`config.mk`:
```
export PLATFORM = sky130hd
export DESIGN_NAME = flpe_top
export DESIGN_NICKNAME = d
export VERILOG_FILES = /design/src/flpe_lane.v /design/src/flpe_top.v
export VERILOG_INCLUDE_DIRS = /design/src
export SDC_FILE = /design/constraint.sdc
export NUM_CORES = 2
export LEC_CHECK = 0
export ABC_AREA = 1
export ABC_CLOCK_PERIOD_IN_PS = 22600
export BUFFER_PORTS_ARGS = -buffer_cell sky130_fd_sc_hd__buf_2
export CORE_AREA = 2 2 344 346
export CTS_BUF_LIST = sky130_fd_sc_hd__clkbuf_2
export CTS_CLUSTER_SIZE = 40
export DETAILED_ROUTE_END_ITERATION = 8
export DIE_AREA = 0 0 346 348
export GPL_TIMING_DRIVEN = 0
export SYNTH_ARGS = -nofsm -noshare
export SYNTH_HDL_FRONTEND = slang
export SYNTH_SLANG_ARGS = --single-unit
```
`constraint.sdc`:
```
create_clock -name CLK -period 22.6 [get_ports CLK]
set_input_delay 4.52 -clock CLK [delete_from_list [all_inputs] [get_ports CLK]]
set_output_delay 4.52 -clock CLK [all_outputs]
set_load 0.02 [all_outputs]
```
`src/flpe_defines.vh`:
```
`ifndef FLPE_DEFINES_VH
`define FLPE_DEFINES_VH

// ==========================================================================
// Operation codes
`define FLPE_OPC_ADD       3'h0
`define FLPE_OPC_SUB       3'h1
`define FLPE_OPC_MUL       3'h2
`define FLPE_OPC_DIV       3'h3
`define FLPE_OPC_CVT       3'h4

// ==========================================================================
// Register map
`define FLPE_ADDR_CSR      8'h00
`define FLPE_ADDR_STAT     8'h04
`define FLPE_CSR_RESET     32'h00001F80
`define FLPE_CSR_FLG       5:0
`define FLPE_CSR_MSK       12:7
`define FLPE_STAT_CAUSE    5:0
`define FLPE_STAT_NAN      11:8
`define FLPE_STAT_BUSY     16

// ==========================================================================
// Condition bit positions
`define FLPE_C_INV         0
`define FLPE_C_DZ          1
`define FLPE_C_DEN         2
`define FLPE_C_OVF         3
`define FLPE_C_UNF         4
`define FLPE_C_INX         5
`define FLPE_C_PRE         2:0
`define FLPE_C_POST        5:3

// ==========================================================================
// Formats
`define FLPE_SP_SIGN       31
`define FLPE_SP_EXP        30:23
`define FLPE_SP_FRAC       22:0
`define FLPE_SP_QBIT       22
`define FLPE_SP_WORD       31:0
`define FLPE_DP_SIGN       63
`define FLPE_DP_EXP        62:52
`define FLPE_DP_FRAC       51:0
`define FLPE_DP_QBIT       51
`define FLPE_SP_EXP_ONES   8'hFF
`define FLPE_DP_EXP_ONES   11'h7FF
`define FLPE_SP_QUIET      32'h00400000
`define FLPE_DP_QUIET      64'h0008000000000000
`define FLPE_SP_DEF_NAN    32'hFFC00000
`define FLPE_DP_DEF_NAN    64'hFFF8000000000000
`define FLPE_INT_INDEF     32'h80000000

// ==========================================================================
// Reset value of the mask field: every condition masked
`define FLPE_MSK_RESET     6'h3F

`endif

```
`src/flpe_lane.v`:
```
`timescale 1ns/1ps
`include "flpe_defines.vh"

// ==========================================================================
// One lane: operand classes, pre-computation conditions, NaN result
module flpe_lane (
  // Lane format and operands
  input  wire        dbl,
  input  wire [2:0]  opc,
  input  wire [63:0] src_a,
  input  wire [63:0] src_b,
  // Pre-computation conditions
  output wire        inv,
  output wire        dz,
  output wire        den,
  // NaN or indefinite result that replaces the arithmetic
  output wire        nan_hit,
  output reg  [63:0] nan_val
);

  // Class bits: {nan, signaling_nan, inf, zero, denormal, sign}
  function [5:0] classify;
    input        d;
    input [63:0] x;
    reg          ones;
    reg          zexp;
    reg          fnz;
    reg          qb;
    reg          sg;
    begin
      ones = d ? (x[`FLPE_DP_EXP] == `FLPE_DP_EXP_ONES)
               : (x[`FLPE_SP_EXP] == `FLPE_SP_EXP_ONES);
      zexp = d ? (x[`FLPE_DP_EXP] == 11'h000) : (x[`FLPE_SP_EXP] == 8'h00);
      fnz  = d ? (x[`FLPE_DP_FRAC] != 52'h0) : (x[`FLPE_SP_FRAC] != 23'h0);
      qb   = d ? x[`FLPE_DP_QBIT] : x[`FLPE_SP_QBIT];
      sg   = d ? x[`FLPE_DP_SIGN] : x[`FLPE_SP_SIGN];
      classify = {ones & fnz, ones & fnz & ~qb, ones & ~fnz,
                  zexp & ~fnz, zexp & fnz, sg};
    end
  endfunction

  wire [5:0] ca = classify(dbl, src_a);
  wire [5:0] cb = classify(dbl, src_b);
  wire       cvt = (opc == `FLPE_OPC_CVT);
  wire       b_nan  = cb[5] & ~cvt;
  wire       b_signaling_nan = cb[4] & ~cvt;

  // Invalid arithmetic without NaN operands
  wire eff_sub = ((opc == `FLPE_OPC_ADD) & (ca[0] ^ cb[0])) |
                 ((opc == `FLPE_OPC_SUB) & ~(ca[0] ^ cb[0]));
  wire ar_inv  = ~ca[5] & ~b_nan &
                 ((eff_sub & ca[3] & cb[3]) |
                  ((opc == `FLPE_OPC_MUL) & ((ca[3] & cb[2]) | (ca[2] & cb[3]))) |
                  ((opc == `FLPE_OPC_DIV) & ((ca[3] & cb[3]) | (ca[2] & cb[2]))));

  // Outside conversion, quiet NaNs alone stay quiet; signaling NaNs and invalid arithmetic do not
  assign inv     = cvt ? ca[5] : (ca[4] | b_signaling_nan | ar_inv);
  assign nan_hit = ca[5] | b_nan | ar_inv;
  // NaN result outranks the non-invalid conditions
  assign dz      = ~nan_hit & (opc == `FLPE_OPC_DIV) & cb[2] &
                   ~ca[2] & ~ca[3];
  assign den     = ~nan_hit & (ca[1] | (cb[1] & ~cvt));

  always @*
  begin
    nan_val = 64'h0;
    if (cvt)
      nan_val[`FLPE_SP_WORD] = `FLPE_INT_INDEF;
    else if (ca[4])
      nan_val = dbl ? (src_a | `FLPE_DP_QUIET)
                    : {32'h0, src_a[`FLPE_SP_WORD] | `FLPE_SP_QUIET};
    else if (ca[5])
      nan_val = src_a;
    else if (b_signaling_nan)
      nan_val = dbl ? (src_b | `FLPE_DP_QUIET)
                    : {32'h0, src_b[`FLPE_SP_WORD] | `FLPE_SP_QUIET};
    else if (b_nan)
      nan_val = src_b;
    else if (ar_inv)
      nan_val = dbl ? `FLPE_DP_DEF_NAN : {32'h0, `FLPE_SP_DEF_NAN};
  end

endmodule

```
`src/flpe_top.v`:
```
// Contract
// - Detect six conditions separately: invalid, zero-divide, denormal, overflow, underflow, inexact.
// - Invalid, zero-divide, denormal checked before arithmetic; unmasked one leaves destination.
// - Overflow, underflow, inexact checked only after the arithmetic result exists.
// - Each condition has its own mask bit in the control/status register.
// - Masked conditions only: hardware makes the default result and completes.
// - Unmasked condition: no result written, exception signalled instead.
// - Quiet NaNs do not raise invalid (conversion of a quiet NaN raises it here); NaN result outranks other conditions.
// - Single default NaN: sign set, exponent ones, top fraction bit only.
// - Double default NaN: sign set, exponent ones, top fraction bit only.
// - Failed conversion to 32-bit integer returns only-top-bit-set indefinite value.
// - NaN cases raise invalid unless non-exception; then masked equals unmasked.
// - Signaling NaN first or alone gives it quieted; quiet first wins over signaling.
// - Two quiet NaNs return the first unchanged, no exception.
// - Quiet NaN with real value returns that quiet NaN, no exception.
// - Invalid arithmetic without signaling NaN returns precision's default NaN.
// - Packed flags are the OR of all lane flags.
`timescale 1ns/1ps
`include "flpe_defines.vh"

module flpe_top (
  // Clock and reset
  input  wire         CLK,
  input  wire         RST,
  // APB slave
  input  wire         PSEL,
  input  wire         PENABLE,
  input  wire         PWRITE,
  input  wire [7:0]   PADDR,
  input  wire [31:0]  PWDATA,
  output reg  [31:0]  PRDATA,
  output wire         PREADY,
  output wire         PSLVERR,
  // Operation issue from the pipeline
  input  wire         OP_VALID,
  output wire         OP_READY,
  input  wire [2:0]   OP_CODE,
  input  wire         OP_DOUBLE,
  input  wire         OP_PACKED,
  input  wire [127:0] OP_SRC_A,
  input  wire [127:0] OP_SRC_B,
  // Arithmetic unit request
  output wire         ARITH_REQ,
  output reg  [2:0]   ARITH_CODE,
  output reg          ARITH_DOUBLE,
  output reg  [3:0]   ARITH_LANES,
  output reg  [127:0] ARITH_SRC_A,
  output reg  [127:0] ARITH_SRC_B,
  // Arithmetic unit answer
  input  wire         ARITH_DONE,
  input  wire [127:0] ARITH_RESULT,
  input  wire [3:0]   ARITH_OVF,
  input  wire [3:0]   ARITH_UNF,
  input  wire [3:0]   ARITH_INX,
  input  wire [3:0]   ARITH_CVT_INV,
  // Completion towards the pipeline
  output reg          RES_VALID,
  output reg  [127:0] RES_DATA,
  output reg          EXC_FAULT,
  output reg          EXC_TRAP,
  output reg  [5:0]   EXC_CAUSE
);

  // ========================================================================
  // State
  reg         state_q;
  reg         state_d;
  reg  [5:0]  flags_q;
  reg  [5:0]  flags_d;
  reg  [5:0]  masks_q;
  reg  [2:0]  pre_q;
  reg  [3:0]  nan_lanes_q;
  reg  [5:0]  set_now;
  reg  [31:0] csr_view;
  reg  [31:0] stat_view;

  // Sequencer states
  localparam  ST_IDLE  = 1'h0;
  localparam  ST_ARITH = 1'h1;

  wire        accept = OP_VALID & OP_READY;
  wire        finish = (state_q == ST_ARITH) & ARITH_DONE;

  assign OP_READY  = (state_q == ST_IDLE);
  assign ARITH_REQ = (state_q == ST_ARITH);

  // ========================================================================
  // Active lanes
  wire [3:0] act_now = ~OP_PACKED ? 4'h1 : (OP_DOUBLE ? 4'h3 : 4'hF);

  // ========================================================================
  // Per-lane classification and result merge
  wire [3:0]   l_inv;
  wire [3:0]   l_dz;
  wire [3:0]   l_den;
  wire [3:0]   l_nan;
  wire [3:0]   q_nan;
  wire [127:0] fin_sgl;
  wire [127:0] fin_dbl;

  genvar i;
  generate
    for (i = 0; i < 4; i = i + 1)
    begin : g_lane
      wire [63:0] la;
      wire [63:0] lb;
      wire [63:0] nv;
      wire [63:0] slot;
      wire        cvt_bad;
      reg  [63:0] nv_q;
      reg         nan_q;

      if (i < 2)
      begin : g_wide
        assign la = OP_DOUBLE ? OP_SRC_A[64*i +: 64] : {32'h0, OP_SRC_A[32*i +: 32]};
        assign lb = OP_DOUBLE ? OP_SRC_B[64*i +: 64] : {32'h0, OP_SRC_B[32*i +: 32]};
      end
      else
      begin : g_narrow
        assign la = {32'h0, OP_SRC_A[32*i +: 32]};
        assign lb = {32'h0, OP_SRC_B[32*i +: 32]};
      end

      flpe_lane u_lane (
        .dbl     (OP_DOUBLE),
        .opc     (OP_CODE),
        .src_a   (la),
        .src_b   (lb),
        .inv     (l_inv[i]),
        .dz      (l_dz[i]),
        .den     (l_den[i]),
        .nan_hit (l_nan[i]),
        .nan_val (nv)
      );

      always @(posedge CLK or posedge RST)
      begin
        if (RST)
        begin
          nv_q  <= 64'h0;
          nan_q <= 1'b0;
        end
        else if (accept)
        begin
          nv_q  <= nv;
          nan_q <= l_nan[i] & act_now[i];
        end
      end

      assign q_nan[i] = nan_q;
      // Out-of-range conversion reported by the arithmetic unit
      assign cvt_bad  = ARITH_CVT_INV[i] & ARITH_LANES[i] & ~nan_q &
                        (ARITH_CODE == `FLPE_OPC_CVT);
      // NaN override wins over whatever the arithmetic computed
      assign slot = nan_q   ? nv_q :
                    cvt_bad ? {32'h0, `FLPE_INT_INDEF} :
                    (ARITH_DOUBLE ? ARITH_RESULT[64*(i%2) +: 64]
                                  : {32'h0, ARITH_RESULT[32*i +: 32]});

      assign fin_sgl[32*i +: 32] = slot[`FLPE_SP_WORD];
      if (i < 2)
      begin : g_dslot
        assign fin_dbl[64*i +: 64] = slot;
      end
    end
  endgenerate

  // ========================================================================
  // Pre-computation decision on issue
  wire [2:0] pre_now;
  assign pre_now[`FLPE_C_INV] = |(l_inv & act_now);
  assign pre_now[`FLPE_C_DZ]  = |(l_dz  & act_now);
  assign pre_now[`FLPE_C_DEN] = |(l_den & act_now);
  wire       pre_fault = |(pre_now & ~masks_q[`FLPE_C_PRE]);

  // ========================================================================
  // Post-computation decision on arithmetic completion
  wire [3:0] post_lanes = ARITH_LANES & ~q_nan;
  wire [3:0] cvt_lanes  = ARITH_CVT_INV & post_lanes &
                          {4{ARITH_CODE == `FLPE_OPC_CVT}};
  wire [5:0] post_all;
  assign post_all[`FLPE_C_INV] = pre_q[`FLPE_C_INV] | (|cvt_lanes);
  assign post_all[`FLPE_C_DZ]  = pre_q[`FLPE_C_DZ];
  assign post_all[`FLPE_C_DEN] = pre_q[`FLPE_C_DEN];
  assign post_all[`FLPE_C_OVF] = |(ARITH_OVF & post_lanes);
  assign post_all[`FLPE_C_UNF] = |(ARITH_UNF & post_lanes);
  assign post_all[`FLPE_C_INX] = |(ARITH_INX & post_lanes);
  wire       post_trap = |(post_all & ~masks_q);

  // ========================================================================
  // Sequencer
  always @*
  begin
    state_d = state_q;
    set_now = 6'h00;
    case (state_q)
      ST_IDLE:
      begin
        if (accept)
        begin
          set_now[`FLPE_C_PRE] = pre_now;
          // Unmasked fault stops here: no arithmetic, no trap checks
          if (!pre_fault)
            state_d = ST_ARITH;
        end
      end
      ST_ARITH:
      begin
        if (ARITH_DONE)
        begin
          set_now = post_all;
          state_d = ST_IDLE;
        end
      end
      default:
      begin
        state_d = ST_IDLE;
      end
    endcase
  end

  always @(posedge CLK or posedge RST)
  begin
    if (RST)
    begin
      state_q      <= ST_IDLE;
      pre_q        <= 3'h0;
      nan_lanes_q  <= 4'h0;
      ARITH_CODE   <= `FLPE_OPC_ADD;
      ARITH_DOUBLE <= 1'b0;
      ARITH_LANES  <= 4'h0;
      ARITH_SRC_A  <= 128'h0;
      ARITH_SRC_B  <= 128'h0;
    end
    else
    begin
      state_q <= state_d;
      if (accept)
      begin
        pre_q        <= pre_now;
        nan_lanes_q  <= l_nan & act_now;
        ARITH_CODE   <= OP_CODE;
        ARITH_DOUBLE <= OP_DOUBLE;
        ARITH_LANES  <= act_now;
        ARITH_SRC_A  <= OP_SRC_A;
        ARITH_SRC_B  <= OP_SRC_B;
      end
    end
  end

  // ========================================================================
  // Completion outputs
  always @(posedge CLK or posedge RST)
  begin
    if (RST)
    begin
      RES_VALID <= 1'b0;
      RES_DATA  <= 128'h0;
      EXC_FAULT <= 1'b0;
      EXC_TRAP  <= 1'b0;
      EXC_CAUSE <= 6'h00;
    end
    else
    begin
      RES_VALID <= 1'b0;
      EXC_FAULT <= 1'b0;
      EXC_TRAP  <= 1'b0;
      if (accept && pre_fault)
      begin
        EXC_FAULT <= 1'b1;
        EXC_CAUSE <= {3'h0, pre_now};
      end
      else if (finish)
      begin
        EXC_CAUSE <= post_all;
        if (post_trap)
          EXC_TRAP <= 1'b1;
        else
        begin
          // Data only moves when nothing unmasked fired
          RES_VALID <= 1'b1;
          RES_DATA  <= ARITH_DOUBLE ? fin_dbl : fin_sgl;
        end
      end
    end
  end

  // ========================================================================
  // Control/status register
  wire wr_acc  = PSEL & PENABLE & PWRITE;
  wire hit_csr = (PADDR == `FLPE_ADDR_CSR);
  wire hit_st  = (PADDR == `FLPE_ADDR_STAT);

  // Set wins over a software clear in the same cycle
  always @*
  begin
    flags_d = flags_q;
    if (wr_acc && hit_csr)
      flags_d = PWDATA[`FLPE_CSR_FLG];
    flags_d = flags_d | set_now;
  end

  always @(posedge CLK or posedge RST)
  begin
    if (RST)
    begin
      flags_q <= 6'h00;
      masks_q <= `FLPE_MSK_RESET;
    end
    else
    begin
      flags_q <= flags_d;
      if (wr_acc && hit_csr)
        masks_q <= PWDATA[`FLPE_CSR_MSK];
    end
  end

  always @*
  begin
    csr_view                 = 32'h0;
    csr_view[`FLPE_CSR_FLG]  = flags_q;
    csr_view[`FLPE_CSR_MSK]  = masks_q;
    stat_view                = 32'h0;
    stat_view[`FLPE_STAT_CAUSE] = EXC_CAUSE;
    stat_view[`FLPE_STAT_NAN]   = nan_lanes_q;
    stat_view[`FLPE_STAT_BUSY]  = state_q;
  end

  // ========================================================================
  // APB answer: zero wait, read data captured in the setup cycle
  assign PREADY  = 1'b1;
  assign PSLVERR = PSEL & PENABLE & ~hit_csr & ~hit_st;

  always @(posedge CLK or posedge RST)
  begin
    if (RST)
      PRDATA <= 32'h0;
    else if (PSEL && !PENABLE)
      PRDATA <= hit_csr ? csr_view : (hit_st ? stat_view : 32'h0);
  end

endmodule

```
# After elaboration in Yosys (flattened, before gate mapping)

Index checks and enable logic that the tools add are counted.
W data, S select, Z words.

Register bits: 649
Input bits: 452
Output and inout bits: 437
Logic and storage cells: 456

Eq/ne operators: 18
Mux-type cells: 116
Bitwise gates (word level): 253
Reduce and logical (&&, ||, !) cells: 45

Operators with widths:

| cell                   | count |
|---|---|
| $mux W64               | 35 |
| $reduce_bool A52 Y1    | 8 |
| $mux W32               | 10 |
| $mux W52               | 4 |
| $reduce_bool A23 Y1    | 8 |
| $and A1 B1 Y1          | 142 |
| $mux W128              | 1 |
| $logic_not A8 Y1       | 9 |
| $eq A8 B8 Y1 const B   | 8 |
| $mux W1                | 54 |
| $not A1 Y1             | 50 |
| $eq A11 B11 Y1 const B | 4 |
| $logic_not A11 Y1      | 4 |
| $or A1 B1 Y1           | 41 |
| $and A4 B4 Y4          | 10 |
| $mux W17               | 2 |
| $reduce_or A4 Y1       | 7 |
| $mux W6                | 4 |
| $eq A8 B3 Y1 const B   | 1 |
| $mux W4                | 2 |
| $and A6 B6 Y6          | 1 |
| $eq A3 B2 Y1 const B   | 2 |
| $eq A3 B3 Y1 const B   | 2 |
| $mux W3                | 2 |
| other kinds (16)       | 21 |

# Depth between registers and ports, before layout

Depth after elaboration: 24
Depth in mapped cells: 24
Gate-level depth less buffers: 22

# Modules after synthesis

A second synthesis with hierarchy kept.

Cells, all modules: 6389
Area total of the unflattened synthesis: 40904.2 um^2

Modules (own cells, without submodules):

| module    | instances | cells each | area each (um^2) | seq. area each (um^2) |
|---|---|---|---|---|
| flpe_top  | 1         | 4321       | 30739.5          | 15647.5 |
| flpe_lane | 4         | 517        | 2541.2           | 0.0 |

# Least setup slack after synthesis

Ideal clock, no wire load.

Path type: input-to-output
From: in PADDR[1]
To: out PSLVERR
Data arrival time: 5.460 ns
Required time: 18.080 ns
Setup slack: 12.620 ns
Stages on the path: 6
Path buffers: 1
Cells stage by stage: nor2_1 > inv_1 > nor3_1 > and2_1 > clkbuf_1 > nor3_1

Cells in the longest elaborated chain, start to end: 4
Elaborated cells between the ends (all ways): 6
Classes of those cells: eq/ne: 1; bitwise: 4; reduce/logical: 1

Ends and longest elaborated chain:

| what                       | RTL line       | text |
|---|---|---|
| from (decl)                | flpe_top.v:29  | `input wire [7:0] PADDR,` |
| $logic_not A8 Y1 (no line) | n/a            |  |
| $not A1 Y1                 | flpe_top.v:332 | `assign PSLVERR = PSEL & PENABLE & ~hit_csr & ~hit_st;` |
| $and A1 B1 Y1              | flpe_top.v:332 |  |
| $and A1 B1 Y1 (*)          | flpe_top.v:332 |  |
| to (decl)                  | flpe_top.v:33  | `output wire PSLVERR,` |

Mark *: on every way between the ends. The rest lies on a longest branch, timed or not.

# Worst setup path after layout

From: in PADDR[5]
To: out PSLVERR

The elaborated chain is that of the path after synthesis.

==> results.md <==
- Outcome: finished, violations left
- Violated checks: capacitance limit, slew limit
- GRT Residual Overflow: 0
- IO Port Bufs: 848
- Final net count: 6062
- Clock Pin Slew Worst Setup and Hold Paths: roughly 0.09 ns
- Die Span X: roughly 350 um
- Final routed wirelength across all metal layers: about 200000 um
- TritonCTS Sinks: 625
- Number of distinct standard cells referenced by the synthesized netlist: 52
- Root cell of the clock tree: sky130_fd_sc_hd__clkbuf_2
- Initial cell density of the core: 0.283
- Type of element capturing the critical path: output pin
- Vias per cell: 5.23
- Post-Synth XOR/XNOR Area: 0.000265
- Peak supply drop: 0.0355 mV
- Placed wire-length estimate: 162000 um
- Seq cells post-synth: 625
- Proportion of layout cells with a drive suffix above 1: 0.214
- Drc violations: 0
- Final hold violations: 0
- P_leak: roughly 22 nW
- Die Footprint: between 100000 and 150000 um^2
- Filler-free cell count of the finished design: around 7300
- Type of the setup path with the least slack: primary input to output pin
- RSZ-0062 raised after global routing: no
- Tightest Pin Transition: ~1.5 ns
- Arr. time, crit path: slightly below 6 ns
- Number of detailed-route iterations in the first pass: 6
- Area share of and/or/nand/nor cells after synthesis: 0.277
- Number of pins exceeding their max-slew limit in the final report: 10
- Height of the die: between 300 and 400 um
- Worst hold path class: flop to flop
- Latest clock arrival within the worst-skew pair: around 1.6 ns
- Post-CTS setup buffer count: 0
- Final Skew: ~0.069 ns
- Category of the worst setup path launch point: primary input
- Number of enable flip-flop cells after synthesis: 0
- Largest net degree at the start of global routing: 120
- Post-cts sizing count: 0
- Minimum setup slack among reg-to-reg paths: 18.41 ns
- Post-Synthesis Cells: about 4600
- Count of standard-cell rows: about 130
- Yosys warning count: 0
- Clock buffers created by TritonCTS: 180
- Proportion of synthesized flip-flops having asynchronous set or reset: 1.00
- Routed wire per std cell: around 27 um
- Maximum count of clock buffers along a single path: 3
- Top-Level Pins: ~890
- Setup_tns: 0 ns
- Post-route fraction of the period consumed by the critical path: 0.464
- Total number of vias: 38300
- Mux contribution to synthesized area: 0
- Cts-stage hold buffer count: 0
- # Max-Cap Violations: 2
- Number of global-route vias before repair: about 36000
- Highest clock rate: 0.0955 GHz
- Largest fanout on the critical path: 10
- Combinational family with the most area after synthesis: simple AND/OR/NAND/NOR gates
- Mean Syn Cell Area: 7.25 um^2
- Final core area utilization: 0.352
- Initial antenna violation count: 93
- Placer Congestion: between 1 and 1.5
- Worst slew margin relative to its limit: -0.000123
- Clock tree from TritonCTS: done
- Antenna-violating nets left: 0
- Min cycle time layout: about 10 ns
- Power density relative to cell area: 87.9 nW/um^2
- Register area share after synthesis: 0.473
- Number of setup violations in the final report: 0
- DP Cell Count: between 6000 and 7000
- Adder and majority cell fraction of the synthesized area: 0
- Total track usage: 0.321
- Most frequently used flop master after synthesis: sky130_fd_sc_hd__dfrtp_1
- Initial DRC count: about 4100
- Required time worst endpoint: between 15 and 20 ns
- Core footprint: between 100000 and 150000 um^2
- Compound-Gate Fraction of Synth Area: 0.165
- Global-route wire length before repair: about 270000 um
- Layout overhead on the synthesized area: 24.7%
- Cell area after synthesis: roughly 33000 um^2
- Maximum level of the CTS H-tree: 4
[final cells by class]
cell class              count  area (um^2)
diodes                     41          103
plain buffers             306         1360
clock buffers             256         1280
clock inverters            65          403
fillers                 13100        75800
inverters                 387         1460
multi-input cells        3257        14700
flip-flops and latches    625        15600
well taps                1536         1920
repair buffers            853         4380
[cell families (layout without fill, tap and decap cells)]
group	Yosys count	count (layout)
AO/OA/AOI/OAI	967	967
XOR/XNOR	1	1
buffers and inverters	693	1867
flip-flops	625	625
other	2	61
AND/OR/NAND/NOR	2269	2269
[state kept, by name, summed over array words and instances, names as in the netlist, 6 cells and up]
register     count
EXC_CAUSE        6
flags_q          6
masks_q          6
PRDATA          13
RES_DATA       128
ARITH_SRC_B    128
ARITH_SRC_A    128
g_lane.nv_q    192
[Yosys cell counts, drive strengths merged, types with 4 or more instances]
| cell type | n | area share |
|---|---|---|
| nand2 | 1534 | 0.18 |
| o21ai | 642 | 0.097 |
| dfrtp | 619 | 0.47 |
| nor2 | 386 | 0.044 |
| inv | 383 | 0.043 |
| clkbuf | 218 | 0.025 |
| nand3 | 218 | 0.034 |
| o211ai | 95 | 0.022 |
| buf | 88 | 0.016 |
| o22ai | 78 | 0.015 |
| a21oi | 54 | 0.0083 |
| nand4 | 53 | 0.010 |
| nor3 | 52 | 0.0079 |
| a22oi | 31 | 0.0070 |
| a31oi | 24 | 0.0045 |
| o31ai | 13 | 0.0030 |
| nor4 | 11 | 0.0023 |
| a32o | 7 | 0.0021 |
| dfstp | 6 | 0.0048 |
| a22o | 5 | 0.0013 |
| o21a | 5 | 0.0011 |
| clkinv | 4 | 0.00045 |
| nand3b | 4 | 0.00091 |
[critical path: stages]
cell and delay [ns]:
sky130_fd_sc_hd__buf_2 0.10, sky130_fd_sc_hd__nor4_1 0.32, sky130_fd_sc_hd__and2_1 0.27, sky130_fd_sc_hd__clkbuf_1 0.45
sky130_fd_sc_hd__nor3_1 0.10, sky130_fd_sc_hd__buf_2 0.18
[layer usage]
layer | vias up | GRT usage | wire [um]
li1 | 17100 | - | -
met1 | 18500 | 0.418 | 82900
met2 | 2119 | 0.495 | 88800
met3 | 544 | 0.0819 | 17500
met4 | 56 | 0.161 | 10400
met5 | - | 0 | 351
[power by group]
group / leakage [nW] / total, W / switching, W / internal [W]
clock: 1.26 / 0.000925 / 0.000567 / 0.000358
sequential: 8.05 / 0.00145 / 0.000130 / 0.00132
combinational: 12.4 / 0.00125 / 0.000898 / 0.000349
total: 21.7 / 0.00363 / 0.00159 / 0.00203
[stage by stage]
step	hold slack, ns	total power (W)	instance area [um^2]	setup WS (ns)
finish	0.481	0.00363	41200	12.12
global route	0.498	0.00379	41200	11.98
CTS	0.484	0.00363	41100	12.10
detailed placement	0.460	0.00271	39400	12.10
global placement	0.459	0.00270	39300	-7.41
floorplan	0.449	0.00212	33100	0.586
[layout by cell type (no fill, tap or decap), drive strengths merged]
cell type / synthesis / final
nand4: 53 / 53
inv: 383 / 390
o21a: 5 / 5
buf: 88 / 941
nor3: 52 / 52
o2111ai: 1 / 1
a221oi: 2 / 2
nor3b: 3 / 3
or3: 1 / 1
and3: 3 / 3
conb: 2 / 20
a22o: 5 / 5
or2: 3 / 3
o22ai: 78 / 78
dfstp: 6 / 6
clkinvlp: 0 / 4
diode: 0 / 41
clkbuf: 218 / 474
a31oi: 24 / 24
a21boi: 2 / 2
nand3: 218 / 218
nand2: 1534 / 1534
a211oi: 1 / 1
a22oi: 31 / 31
nand3b: 4 / 4
nor4: 11 / 11
dfrtp: 619 / 619
o211ai: 95 / 95
o31ai: 13 / 13
xor2: 1 / 1
and2: 1 / 1
clkinv: 4 / 54
o311ai: 1 / 1
o221ai: 3 / 3
bufinv: 0 / 4
o32ai: 3 / 3
a21oi: 54 / 54
a32o: 7 / 7
o21ai: 642 / 642
nor2: 386 / 386
[final timing paths]
path / cells after the start / endpoint / startpoint
max: 6 / PSLVERR / PADDR[5]
min: 2 / RES_DATA[27] / RES_DATA[27]
max reg2reg: 12 / RES_DATA[92] / nan_lanes_q[0]
min reg2reg: 2 / RES_DATA[27] / RES_DATA[27]
max in group asynchronous: 4 / ARITH_SRC_A[24] / RST
min in group asynchronous: 2 / PRDATA[7] / RST
(Power assumes the default switching activity.)
